## src/pic_pkg.sv

```systemverilog
// Constants, offsets and types shared by the priority interrupt controller.
package pic_pkg;

  // ==========================================================================
  // Source counts
  localparam int NUM_SRC = 60;
  localparam int NUM_CPU = 9;
  localparam int NUM_INT = 42;
  localparam int NUM_EXT = 9;
  localparam int NUM_PIN = 8;
  localparam int NUM_DMA = 8;
  localparam int NUM_PER = 33;
  localparam int NUM_MSK = NUM_PIN + NUM_PER + NUM_DMA;

  // ==========================================================================
  // Status register and levels
  localparam int MASK_LSB = 12;
  localparam int MASK_MSB = 14;
  localparam logic [2:0] LVL_NONE = 3'h0;
  localparam logic [2:0] LVL_MIN = 3'h1;
  localparam logic [2:0] LVL_TOP = 3'h7;
  localparam logic [2:0] MASK_RST = 3'h7;
  localparam logic [2:0] PRIO_RST = 3'h0;
  localparam logic [7:0] NEST_RST = 8'h00;
  localparam logic [23:0] SP_RST = 24'h000000;
  localparam logic [23:0] SP_STEP = 24'h000004;

  // ==========================================================================
  // Vector table
  localparam logic [23:0] VEC_TBL_BASE = 24'hFFFF00;
  localparam logic [23:0] VEC_TBL_END = 24'hFFFFEF;
  localparam int VEC_TBL_BYTES = 240;
  localparam logic [7:0] VEC_ILLEGAL = 8'h08;
  localparam logic [7:0] VEC_NMI = 8'h20;
  localparam logic [7:0] VEC_WDT = 8'h24;
  localparam logic [7:0] VEC_MSK0 = 8'h28;

  // ==========================================================================
  // Register port offsets
  localparam logic [7:0] ADDR_PRIO0 = 8'h00;
  localparam logic [7:0] ADDR_STAT = 8'h40;
  localparam logic [7:0] ADDR_PEND = 8'h41;
  localparam logic [7:0] ADDR_DMA = 8'h42;

  // ==========================================================================
  // Micro DMA unit sizes
  localparam logic [1:0] DMA_SZ1 = 2'h0;
  localparam logic [1:0] DMA_SZ2 = 2'h1;
  localparam logic [1:0] DMA_SZ4 = 2'h2;

  typedef enum logic [2:0] {
    ST_IDLE = 3'b000,
    ST_PUSH_PC = 3'b001,
    ST_PUSH_SR = 3'b010,
    ST_JUMP = 3'b011,
    ST_FIRST = 3'b100
  } pic_state_t;

endpackage

```

## src/pic_core.sv

```systemverilog
// Priority interrupt controller with processor acceptance sequencing.
//
// Added by the designer: the register addresses and the strobed register port.
`timescale 1ns/10ps
// Notes on behaviour
// - Mask lives in status bits 12..14 and gates acceptance.
// - Sixty sources: nine processor, forty-two internal, nine external pins.
// - Maskable sources get software priority; non-maskable sources are level 7.
// - Only the highest pending level is presented to the processor.
// - A request is accepted when its level is at least the mask.
// - Software and illegal-instruction traps ignore the mask.
// - Set-mask instruction loads its operand, effective next instruction.
// - Set-mask operand zero or absent behaves as operand one.
// - Mask-all instruction loads seven into the mask.
// - Micro DMA moves one, two or four byte units.
// - Software may start a micro DMA transfer directly.
// - Accept: read vector, push PC and SR, set mask, nest up, jump.
// - Traps skip vector read and mask update.
// - Equal levels resolve to smallest vector; read clears that request.
// - New mask is accepted level plus one, but seven stays seven.
// - Return pops PC and SR and decrements nesting count.
// - Maskable priority zero or seven never gives acceptance.
// - Higher level preempts; another non-maskable source preempts non-maskable.
// - Requests during acceptance wait until the handler's first instruction.
// - Reset loads mask with 111.
// - Vector table spans FFFF00 to FFFFEF.
module pic_core
  import pic_pkg::*;
(
  // Clock and reset
  input wire logic core_clk,
  input wire logic rst,
  // Request sources
  input wire logic nmi_pin,
  input wire logic [NUM_PIN-1:0] external_request_pins,
  input wire logic wdt_req,
  input wire logic [NUM_PER-1:0] periph_req,
  input wire logic [NUM_DMA-1:0] dma_done,
  // Processor core events
  input wire logic instr_done,
  input wire logic trap_req,
  input wire logic [2:0] trap_num,
  input wire logic illegal_req,
  input wire logic set_mask_instruction,
  input wire logic [2:0] set_mask_operand,
  input wire logic mask_all_instruction,
  input wire logic return_from_handler,
  input wire logic [15:0] popped_sr,
  input wire logic [31:0] cpu_pc,
  input wire logic [11:0] cpu_flags,
  // Register port
  input wire logic [7:0] reg_addr,
  input wire logic [15:0] reg_wdata,
  input wire logic reg_wr,
  input wire logic reg_rd,
  output logic [15:0] reg_rdata,
  // Acceptance outputs to the core
  output logic [2:0] level_to_cpu,
  output logic [2:0] cpu_interrupt_mask,
  output logic [7:0] nesting_count,
  output logic [23:0] stack_pointer,
  output logic accept_busy,
  output logic push_valid,
  output logic [31:0] push_data,
  output logic jump_valid,
  output logic [23:0] jump_addr,
  output logic [7:0] vector,
  // Micro DMA start
  output logic dma_start,
  output logic [2:0] dma_chan,
  output logic [1:0] dma_size
);

  // ==========================================================================
  // Vector of a maskable source by its index.
  function automatic logic [7:0] msk_vector(input logic [5:0] idx);
    msk_vector = VEC_MSK0 + {idx, 2'b00};
  endfunction

  // A programmed level is usable only between one and six.
  function automatic logic lvl_usable(input logic [2:0] lvl);
    lvl_usable = (lvl != LVL_NONE) && (lvl != LVL_TOP);
  endfunction

  pic_state_t state_reg;
  logic [2:0] prio_reg [NUM_MSK];
  logic [NUM_MSK-1:0] pend_reg;
  logic nmi_pend_reg;
  logic wdt_pend_reg;
  logic [1:0] nmi_sync_reg;
  logic nmi_last_reg;
  logic [NUM_PIN-1:0] pin_s1_reg;
  logic [NUM_PIN-1:0] pin_s2_reg;
  logic [NUM_PIN-1:0] pin_last_reg;
  logic [2:0] acc_lvl_reg;
  logic acc_trap_reg;
  logic [7:0] acc_vec_reg;

  // ==========================================================================
  // Pin synchronisers; edges are taken from the second stage only.
  always_ff @(posedge core_clk) begin
    if (rst) begin
      nmi_sync_reg <= 2'h0;
      nmi_last_reg <= 1'b0;
      pin_s1_reg <= '0;
      pin_s2_reg <= '0;
      pin_last_reg <= '0;
    end else begin
      nmi_sync_reg <= {nmi_sync_reg[0], nmi_pin};
      nmi_last_reg <= nmi_sync_reg[1];
      pin_s1_reg <= external_request_pins;
      pin_s2_reg <= pin_s1_reg;
      pin_last_reg <= pin_s2_reg;
    end
  end

  logic nmi_rise;
  logic [NUM_MSK-1:0] msk_set;
  assign nmi_rise = nmi_sync_reg[1] & ~nmi_last_reg;
  assign msk_set = {dma_done, periph_req, pin_s2_reg & ~pin_last_reg};

  // ==========================================================================
  // Priority resolution.
  logic [2:0] best_lvl;
  logic [5:0] best_idx;
  logic [2:0] sel_lvl;
  logic [7:0] sel_vec;
  logic [1:0] sel_kind;

  always_comb begin
    best_lvl = LVL_NONE;
    best_idx = 6'h00;
    // Scanning downward with >= lets the smaller vector win a tie.
    for (int i = NUM_MSK - 1; i >= 0; i--) begin
      if (pend_reg[i] && lvl_usable(prio_reg[i]) && prio_reg[i] >= best_lvl) begin
        best_lvl = prio_reg[i];
        best_idx = 6'(i);
      end
    end
    sel_lvl = best_lvl;
    sel_vec = msk_vector(best_idx);
    sel_kind = 2'h0;
    if (wdt_pend_reg) begin
      sel_lvl = LVL_TOP;
      sel_vec = VEC_WDT;
      sel_kind = 2'h2;
    end
    if (nmi_pend_reg) begin
      sel_lvl = LVL_TOP;
      sel_vec = VEC_NMI;
      sel_kind = 2'h3;
    end
  end

  // ==========================================================================
  // Acceptance decision at an instruction boundary.
  logic trap_go;
  logic int_go;
  assign trap_go = (state_reg == ST_IDLE) && (trap_req || illegal_req);
  assign int_go = (state_reg == ST_IDLE) && instr_done && !trap_go &&
                  (sel_lvl != LVL_NONE) && (level_to_cpu == sel_lvl) &&
                  (sel_lvl >= cpu_interrupt_mask);

  // Pending flags: a new request wins over the clear done by a vector read.
  logic [NUM_MSK-1:0] msk_clr;
  always_comb begin
    msk_clr = '0;
    if (int_go && sel_kind == 2'h0) begin
      msk_clr[best_idx] = 1'b1;
    end
  end

  always_ff @(posedge core_clk) begin
    if (rst) begin
      pend_reg <= '0;
      nmi_pend_reg <= 1'b0;
      wdt_pend_reg <= 1'b0;
    end else begin
      pend_reg <= (pend_reg & ~msk_clr) | msk_set;
      nmi_pend_reg <= (nmi_pend_reg & ~(int_go && sel_kind == 2'h3)) | nmi_rise;
      wdt_pend_reg <= (wdt_pend_reg & ~(int_go && sel_kind == 2'h2)) | wdt_req;
    end
  end

  // ==========================================================================
  // Acceptance sequence.
  always_ff @(posedge core_clk) begin
    if (rst) begin
      state_reg <= ST_IDLE;
      acc_lvl_reg <= LVL_NONE;
      acc_trap_reg <= 1'b0;
      acc_vec_reg <= 8'h00;
    end else begin
      case (state_reg)
        ST_IDLE: begin
          if (trap_go) begin
            acc_trap_reg <= 1'b1;
            acc_lvl_reg <= LVL_NONE;
            acc_vec_reg <= illegal_req ? VEC_ILLEGAL : {3'h0, trap_num, 2'h0};
            state_reg <= ST_PUSH_PC;
          end else if (int_go) begin
            acc_trap_reg <= 1'b0;
            acc_lvl_reg <= sel_lvl;
            acc_vec_reg <= sel_vec;
            state_reg <= ST_PUSH_PC;
          end
        end
        ST_PUSH_PC: begin
          state_reg <= ST_PUSH_SR;
        end
        ST_PUSH_SR: begin
          state_reg <= ST_JUMP;
        end
        ST_JUMP: begin
          state_reg <= ST_FIRST;
        end
        ST_FIRST: begin
          if (instr_done) begin
            state_reg <= ST_IDLE;
          end
        end
        default: begin
          state_reg <= ST_IDLE;
        end
      endcase
    end
  end

  // ==========================================================================
  // Mask field. The sequence outranks instructions since none retire in it.
  always_ff @(posedge core_clk) begin
    if (rst) begin
      cpu_interrupt_mask <= MASK_RST;
    end else if (state_reg == ST_PUSH_SR && !acc_trap_reg) begin
      cpu_interrupt_mask <= (acc_lvl_reg == LVL_TOP) ? LVL_TOP : acc_lvl_reg + 3'h1;
    end else if (return_from_handler) begin
      cpu_interrupt_mask <= popped_sr[MASK_MSB:MASK_LSB];
    end else if (mask_all_instruction) begin
      cpu_interrupt_mask <= LVL_TOP;
    end else if (set_mask_instruction) begin
      cpu_interrupt_mask <= (set_mask_operand == LVL_NONE) ? LVL_MIN : set_mask_operand;
    end
  end

  // ==========================================================================
  // Stacking, nesting and jump outputs.
  always_ff @(posedge core_clk) begin
    if (rst) begin
      stack_pointer <= SP_RST;
      push_valid <= 1'b0;
      push_data <= 32'h00000000;
    end else if (state_reg == ST_PUSH_PC) begin
      stack_pointer <= stack_pointer - SP_STEP;
      push_valid <= 1'b1;
      push_data <= cpu_pc;
    end else if (state_reg == ST_PUSH_SR) begin
      stack_pointer <= stack_pointer - SP_STEP;
      push_valid <= 1'b1;
      push_data <= {16'h0000, 1'b0, cpu_interrupt_mask, cpu_flags};
    end else begin
      push_valid <= 1'b0;
      if (return_from_handler) begin
        stack_pointer <= stack_pointer + SP_STEP + SP_STEP;
      end
    end
  end

  always_ff @(posedge core_clk) begin
    if (rst) begin
      nesting_count <= NEST_RST;
    end else if (state_reg == ST_JUMP) begin
      nesting_count <= nesting_count + 8'h01;
    end else if (return_from_handler) begin
      nesting_count <= nesting_count - 8'h01;
    end
  end

  always_ff @(posedge core_clk) begin
    if (rst) begin
      jump_valid <= 1'b0;
      jump_addr <= VEC_TBL_BASE;
      vector <= 8'h00;
    end else begin
      jump_valid <= (state_reg == ST_JUMP);
      if (state_reg == ST_JUMP) begin
        jump_addr <= VEC_TBL_BASE + {16'h0000, acc_vec_reg};
        vector <= acc_vec_reg;
      end
    end
  end

  always_ff @(posedge core_clk) begin
    if (rst) begin
      level_to_cpu <= LVL_NONE;
      accept_busy <= 1'b0;
    end else begin
      level_to_cpu <= sel_lvl;
      accept_busy <= trap_go || int_go || (state_reg != ST_IDLE &&
                     !(state_reg == ST_FIRST && instr_done));
    end
  end

  // ==========================================================================
  // Register port: priorities, status, pending view and DMA software start.
  logic prio_hit;
  logic [5:0] prio_idx;
  assign prio_idx = reg_addr[5:0];
  assign prio_hit = (reg_addr[7:6] == ADDR_PRIO0[7:6]) && (prio_idx < 6'(NUM_MSK));

  generate
    for (genvar g = 0; g < NUM_MSK; g++) begin : g_prio
      always_ff @(posedge core_clk) begin
        if (rst) begin
          prio_reg[g] <= PRIO_RST;
        end else if (reg_wr && prio_hit && prio_idx == 6'(g)) begin
          prio_reg[g] <= reg_wdata[2:0];
        end
      end
    end
  endgenerate

  always_ff @(posedge core_clk) begin
    if (rst) begin
      reg_rdata <= 16'h0000;
    end else if (reg_rd) begin
      if (prio_hit) begin
        reg_rdata <= {13'h0000, prio_reg[prio_idx]};
      end else if (reg_addr == ADDR_STAT) begin
        reg_rdata <= {nesting_count, 1'b0, cpu_interrupt_mask, 4'h0};
      end else if (reg_addr == ADDR_PEND) begin
        reg_rdata <= {5'h00, sel_lvl, sel_vec};
      end else begin
        reg_rdata <= 16'h0000;
      end
    end else begin
      reg_rdata <= 16'h0000;
    end
  end

  // A size code of three names no unit, so such a write starts nothing.
  always_ff @(posedge core_clk) begin
    if (rst) begin
      dma_start <= 1'b0;
      dma_chan <= 3'h0;
      dma_size <= DMA_SZ1;
    end else if (reg_wr && reg_addr == ADDR_DMA && reg_wdata[4:3] != 2'h3) begin
      dma_start <= 1'b1;
      dma_chan <= reg_wdata[2:0];
      dma_size <= reg_wdata[4:3];
    end else begin
      dma_start <= 1'b0;
    end
  end

endmodule // pic_core

```

## config.mk

```make
export PLATFORM = sky130hd
export DESIGN_NAME = pic_core
export DESIGN_NICKNAME = d
export VERILOG_FILES = /design/src/pic_pkg.sv /design/src/pic_core.sv
export SDC_FILE = /design/constraint.sdc
export NUM_CORES = 1
export LEC_CHECK = 0
export BUFFER_PORTS_ARGS = -buffer_cell sky130_fd_sc_hd__buf_2
export CAP_MARGIN = 20
export CORE_ASPECT_RATIO = 1.2
export CORE_MARGIN = 1
export CORE_UTILIZATION = 60
export DETAILED_ROUTE_END_ITERATION = 10
export MAX_ROUTING_LAYER = met4
export PLACE_DENSITY_LB_ADDON = 0.2
export RECOVER_POWER = 50
export SYNTH_ARGS = -nofsm -noshare
export SYNTH_HDL_FRONTEND = slang
export SYNTH_SLANG_ARGS = --single-unit
```

## constraint.sdc

```tcl
create_clock -name core_clk -period 74.2 [get_ports core_clk]
set_clock_uncertainty 0.1 [all_clocks]
set_input_delay 0 -clock core_clk [delete_from_list [all_inputs] [get_ports core_clk]]
set_output_delay 0 -clock core_clk [all_outputs]
set_load 0.02 [all_outputs]
```

==> flow_metrics.py, run 1 <==
metrics = {
    "status": {
        "status": "complete, but fails checks",
        "violations": "max-capacitance violations, max-slew violations",
    },
    "global_route": {
        "grt_max_degree": 134,
        "grt_pass1_wl_mm": 123,
        "grt_pass1_vias": 22800,
        "antenna_found_initial": 0,
        "grt_overflow": 0,
        "grt_usage_pct": 40.5,
    },
    "die": {
        "die_w_um": 183,
        "std_cell_rows": 79,
        "core_area_um2": 38800,
        "die-area_um2": 40200,
        "io_pins": 278,
        "start_util_pct": 60.8,
        "die_h_um": 219,
    },
    "final_layout": {
        "design_area_um2": 27800,
        "drive_gt1_share_pct": 12.0,
        "nFillCells": 2940,
        "syn_to_final_growth_pct": 17.5,
        "final_nets": 3372,
        "largest_register_ffs": 147,
    },
    "clock_tree": {
        "clkSinkCount": 337,
        "htreeDepth": 2,
        "numCtsBuffers": 35,
        "cts_buffer_depth": 3,
        "cts_root_buffer": "clkbuf_16",
        "tritoncts": "done",
        "clkLatencyLatePin_ns": 0.53,
        "clk_pin_slew_ns": 0.07,
    },
    "synthesis": {
        "syn_area_per_cell_um2": 8.29,
        "synth_seq_area_share_pct": 34.8,
        "synth_compound_area_share_pct": 22.7,
        "synth_flop_cell": "dfxtp_1",
        "synth_top_family_by_area": "simple AND/OR/NAND/NOR gates",
        "synth_top_area_share_pct": 18.7,
        "synth_top_area_cell": "edfxtp_1",
        "synth_edf_count": 147,
        "synthMuxAreaShare_pct": 6.16,
        "yosysWarningCount": 0,
        "ys_ff_latch": 337,
        "netlist_top_cells_area": "edfxtp_1 (19%), dfxtp_1 (16%), nor2_1 (6.8%)",
        "syn_inst": 2851,
        "synthSimpleGateAreaFrac_pct": 25.1,
        "synth_cell_types": 112,
        "synthXorXnorAreaFrac_pct": 1.22,
        "synth_commonest_cells": "nor2_1 (428), nand2_1 (262), dfxtp_1 (190)",
        "synth_area_um2": 23600,
        "synth_most_common_cell": "nor2_1",
        "yosys.area_share.adder_pct": 4.33,
        "async_reset_ff_share_pct": 0,
    },
    "timing": {
        "drv_slew": 36,
        "timing.setup.tns_ns": 0,
        "finalHoldViolCount": 0,
        "setup_viol": 0,
        "relSlewSlack_pct": -13.0,
        "setup_ws_ns": 4.30,
        "fin_crit_ns": 69.90,
        "hold-worst-slack_ns": 0.100,
        "fmax_ghz": 0.0143,
        "worst_slew_pin_slew_ns": 1.69,
        "final.period_utilization_pct": 94.2,
    },
    "critical_path": {
        "cp.arrival_ns": 70.17,
        "cpMaxStageDelayCell": "or4b_1",
        "cp.required_ns": 74.47,
        "cpMostUsedCell": "ha_1",
        "cp-start-kind": "flip-flop",
        "crit_path_end_kind": "flip-flop",
        "path_class": "reg -> reg",
        "critPathMaxStageDelay_ns": 0.56,
        "path_max_fanout": 14,
    },
    "placement": {
        "dp_hpwl_mm": 56.8,
        "place.port_buffers": 231,
        "gp_congestion": 0.971,
        "dpl_cell_area_um2": 24900,
        "detailedPlace.worstSlack_ns": -0.0204,
    },
    "routing": {
        "routedWlPerCell_um": 22.0,
        "vias": 24300,
        "firstDrtPassIters": 7,
        "routed_wl_mm": 81.2,
        "post-route-drc-count": 0,
        "viasPerCell": 6.56,
        "ant_nets": 0,
        "drt_iter0_markers": 2980,
    },
    "power_and_ir_drop": {
        "vdd_drop_max_mv": 0.0312,
        "leakagePower_nw": 10.8,
        "p_per_area_nw_per_um2": 25.5,
        "p_total_uw": 708,
    },
    "min_path": {
        "hold_path.class": "in -> reg",
    },
    "run": {
        "max_cap_viol_count": 1,
    },
}
-- critical path: cells and delay by family (launching register included) --
family | cells | cell delay, ns
adders and majority gates | 55 | 15.19
DFF | 1 | 0.49
AOI/OAI and AO/OA | 154 | 31.91
and+or+nand+nor | 126 | 19.26
muxes | 4 | 1.14
buffers and inverters | 15 | 1.53
-- cells by family after synthesis --
kind of cell	count (synthesis)
AOI/OAI and AO/OA	755
xor gates and xnor gates	33
adders and majority gates	83
buffers and inverters	319
DFF	337
muxes	84
other	2
and+or+nand+nor	1238
-- cell usage in the layout, fill, tap and decap left out, types with 15 or more instances in the layout --
master and n:
o22ai_1 16, o21ai_0 78, nor3_1 71, nand2_1 261, mux4_2 48, buf_4 28
a211oi_1 43, or2_2 25, clkbuf_1 115, and2_1 44, and3_1 48, a31oi_1 35
buf_2 124, a21o_1 28, dfxtp_1 190, conb_1 22, clkbuf_16 37, o21a_1 21
ha_1 73, mux2i_1 30, a22oi_1 22, o31ai_1 34, a21oi_1 159, a21boi_0 15
nand2b_1 78, or3_1 25, edfxtp_1 147, dlygate4sd3_1 140, nand4_1 19, xnor2_1 22
nor2b_1 64, o21ai_1 15, o21bai_1 58, inv_1 152, nor2_1 424, nand3_1 102
o211ai_1 29
-- stage by stage --
stage,instances,util (%)
6_report,3697,71.5
5_1_grt,3696,71.5
4_1_cts,3676,70.7
3_5_place_dp,3476,64.0
3_3_place_gp,3476,64.0
2_1_floorplan,2871,-
-- final cells by class --
| type | instances | area [um2] | area share, % |
|---|---|---|---|
| diodes | 1 | 2.50 | 0.00901 |
| clock buffers | 46 | 1010 | 3.64 |
| clock inverters | 14 | 171 | 0.617 |
| inverters | 153 | 574 | 2.07 |
| multi-input cells | 2216 | 14500 | 52.1 |
| flip-flops and latches | 337 | 8220 | 29.6 |
| well taps | 526 | 658 | 2.37 |
| repair buffers | 404 | 2660 | 9.58 |
-- final timing paths --
kind	startpoint	to	slack, ns	cells past startpoint
min	reg_addr[6]	reg_rdata[2]	0.10	5
max	prio_reg[48][0]	pend_reg[2]	4.30	354
max reg2reg	prio_reg[48][0]	pend_reg[2]	4.30	354
min reg2reg	pin_s1_reg[6]	pin_s2_reg[6]	0.34	1
-- timing repair --
| action | CTS | global route |
|---|---|---|
| hold buffers | 140 | 0 |
| pin swaps | 0 | 13 |
| cloned | 0 | 1 |
| buffers inserted | 0 | 19 |
| gates resized for setup | 2 | 69 |
| endpoints found under the setup margin | 19 | 76 |
| hold endpoints to repair | 151 | 0 |
-- report_power, final --
group / switching (mW) / internal (mW) / total (mW) / leakage [nW]
clock network: 0.0771 / 0.107 / 0.184 / 0.573
registers: 0.0256 / 0.211 / 0.237 / 2.96
logic: 0.180 / 0.107 / 0.287 / 7.28
-- per-layer routing --
metal | part of all wire, % | GRT usage [%] | vias up | wire length [um]
met5 | 0 | - | - | 0
met2 | 48 | 67.8 | 1503 | 39100
met3 | 9.4 | 6.26 | 323 | 7620
met4 | 5.5 | 20.3 | 0 | 4500
li1 | - | - | 11000 | -
met1 | 37 | 47.4 | 11500 | 30000
Note: power is estimated with default switching activity, not from simulation.
==> run 2: changes to the inputs <==
- PLACE_DENSITY: unset -> 0.82
- PLACE_DENSITY_LB_ADDON: 0.2 -> unset
==> flow_metrics.py, run 2 (synthesis gave the netlist of run 1 again) <==
metrics = {
    "timing": {
        "relSlewSlack_pct": -8.65,
        "fmax_ghz": 0.0143,
        "finalHoldViolCount": 0,
        "fin_crit_ns": 69.80,
        "setup_viol": 0,
        "final.period_utilization_pct": 94.1,
        "timing.setup.tns_ns": 0,
        "drv_slew": 36,
        "worst_slew_pin_slew_ns": 1.63,
    },
    "clock_tree": {
        "clk_pin_slew_ns": 0.07,
        "tritoncts": "done",
        "cts_root_buffer": "clkbuf_16",
        "htreeDepth": 2,
        "numCtsBuffers": 34,
        "clkSinkCount": 337,
        "clkLatencyLatePin_ns": 0.53,
        "cts_buffer_depth": 3,
    },
    "routing": {
        "viasPerCell": 6.58,
        "ant_nets": 0,
        "routedWlPerCell_um": 22.0,
        "post-route-drc-count": 0,
        "vias": 24300,
        "drt_iter0_markers": 2715,
        "routed_wl_mm": 80.9,
        "firstDrtPassIters": 6,
    },
    "die": {
        "io_pins": 278,
        "start_util_pct": 60.8,
        "std_cell_rows": 79,
        "core_area_um2": 38800,
        "die_h_um": 219,
        "die-area_um2": 40200,
        "die_w_um": 183,
    },
    "final_layout": {
        "syn_to_final_growth_pct": 17.1,
        "nFillCells": 2935,
        "final_nets": 3356,
        "largest_register_ffs": 147,
        "seqCellArea_um2": 8220,
        "multi_input_area_um2": 14500,
        "drive_gt1_share_pct": 11.7,
        "finalNonFillerCells": 3686,
        "layout_commonest_cell": "nor2_1",
        "layout_common_cells": "nor2_1 (426), nand2_1 (261), dfxtp_1 (190)",
    },
    "critical_path": {
        "reg2reg_slack_ns": 4.40,
        "crit_path_end_kind": "flip-flop",
        "cp.required_ns": 74.48,
        "rr_endpoint": "pend_reg[2]",
        "r2r_start": "prio_reg[48][1]",
        "cpMaxStageDelayCell": "or3_1",
        "cp-start-kind": "flip-flop",
        "path_class": "reg -> reg",
        "path_max_fanout": 14,
        "cpMostUsedCell": "ha_1",
        "critPathMaxStageDelay_ns": 0.55,
        "cp.arrival_ns": 70.07,
        "r2r_cells": 351,
    },
    "placement": {
        "placed_cells": 3472,
        "dp_hpwl_mm": 56.7,
        "place.port_buffers": 231,
        "gp_congestion": 0.988,
    },
    "global_route": {
        "grt_max_degree": 149,
        "grt_overflow": 0,
        "grt_usage_pct": 40.6,
        "antenna_found_initial": 2,
        "grt_pass1_wl_mm": 123,
        "grt_pass1_vias": 22900,
    },
    "run": {
        "max_cap_viol_count": 1,
    },
    "min_path": {
        "min_path_cells": 4,
        "hold_path.class": "in -> reg",
        "whs_endpoint": "reg_rdata[4]",
        "worstHoldStart": "reg_addr[6]",
    },
    "power_and_ir_drop": {
        "p_total_uw": 706,
        "vdd_drop_max_mv": 0.0267,
        "p_per_area_nw_per_um2": 25.5,
        "leakagePower_nw": 10.7,
    },
    "status": {
        "violations": "max-capacitance violations, max-slew violations",
        "status": "complete, but fails checks",
    },
}
-- run 2: where the power goes --
group / leakage [nW] / total, mW / internal [mW] / switching [mW]
logic: 7.21 / 0.285 / 0.106 / 0.178
registers: 2.96 / 0.237 / 0.211 / 0.0260
clock network: 0.576 / 0.184 / 0.109 / 0.0754
total: 10.7 / 0.706 / 0.426 / 0.280
-- run 2: layer usage --
layer  GRT usage [%]  vias up  share of wire, %  routed length, um
li1                -    10900                 -                  -
met1            44.9    11400                35              28300
met2            67.4     1554                48              38800
met3            7.25      371               9.5               7700
met4            26.3        0               7.7               6190
met5               -        -                 0                  0
-- run 2: through the flow --
| step | area (um2) | utilization (%) | hold slack [ns] | worst slack, ns |
|---|---|---|---|---|
| final | 27700 | 71.3 | 0.0670 | 4.40 |
| after global routing | 27700 | 71.2 | 0.0911 | -0.580 |
| after CTS | 27300 | 70.3 | 0.0225 | 0.121 |
| after detailed placement | 24800 | 63.9 | 0.116 | 0.322 |
| after global placement | 24800 | 63.9 | 0.106 | 1.60 |
| after floorplan | 23700 | - | 0.00904 | 10.75 |
-- run 2: repair_timing --
action | CTS | global route
resized for setup | 1 | 72
pin swaps | 0 | 12
endpoints found under the setup margin | 10 | 76
hold buffers | 131 | 0
setup buffers | 0 | 16
endpoints found under the hold margin | 122 | 0
-- run 2: worst max path at each step --
stage                     from        endpoint  slack [ns]  cells past startpoint
5_1_grt        prio_reg[48][1]    state_reg[2]       -0.58                    354
4_1_cts        prio_reg[48][1]    pend_reg[10]        0.12                    351
2_1_floorplan  prio_reg[48][1]  acc_vec_reg[2]       10.75                    352
3_5_place_dp   prio_reg[48][1]    pend_reg[42]        0.32                    352
6_report       prio_reg[48][1]     pend_reg[2]        4.40                    351
3_3_place_gp   prio_reg[48][1]    pend_reg[34]        1.60                    351
-- run 2: final cells by class --
cell class                      count  area share, %
Multi-Input combinational cell   2215           52.4
Sequential cell                   337           29.7
Timing Repair Buffer              390           9.18
Clock buffer                       51           3.79
Tap cell                          526           2.38
Inverter                          153           2.07
Clock inverter                     10          0.479
Antenna cell                        4         0.0362
-- run 2: critical path: cells and delay by family (launching register included) --
kind                       cells  cell delay [ns]
buffers and inverters         15             1.47
AOI/OAI and AO/OA            157            32.75
adders and majority gates     56            15.48
and+or+nand+nor              119            17.96
DFF                            1             0.49
muxes                          4             1.27
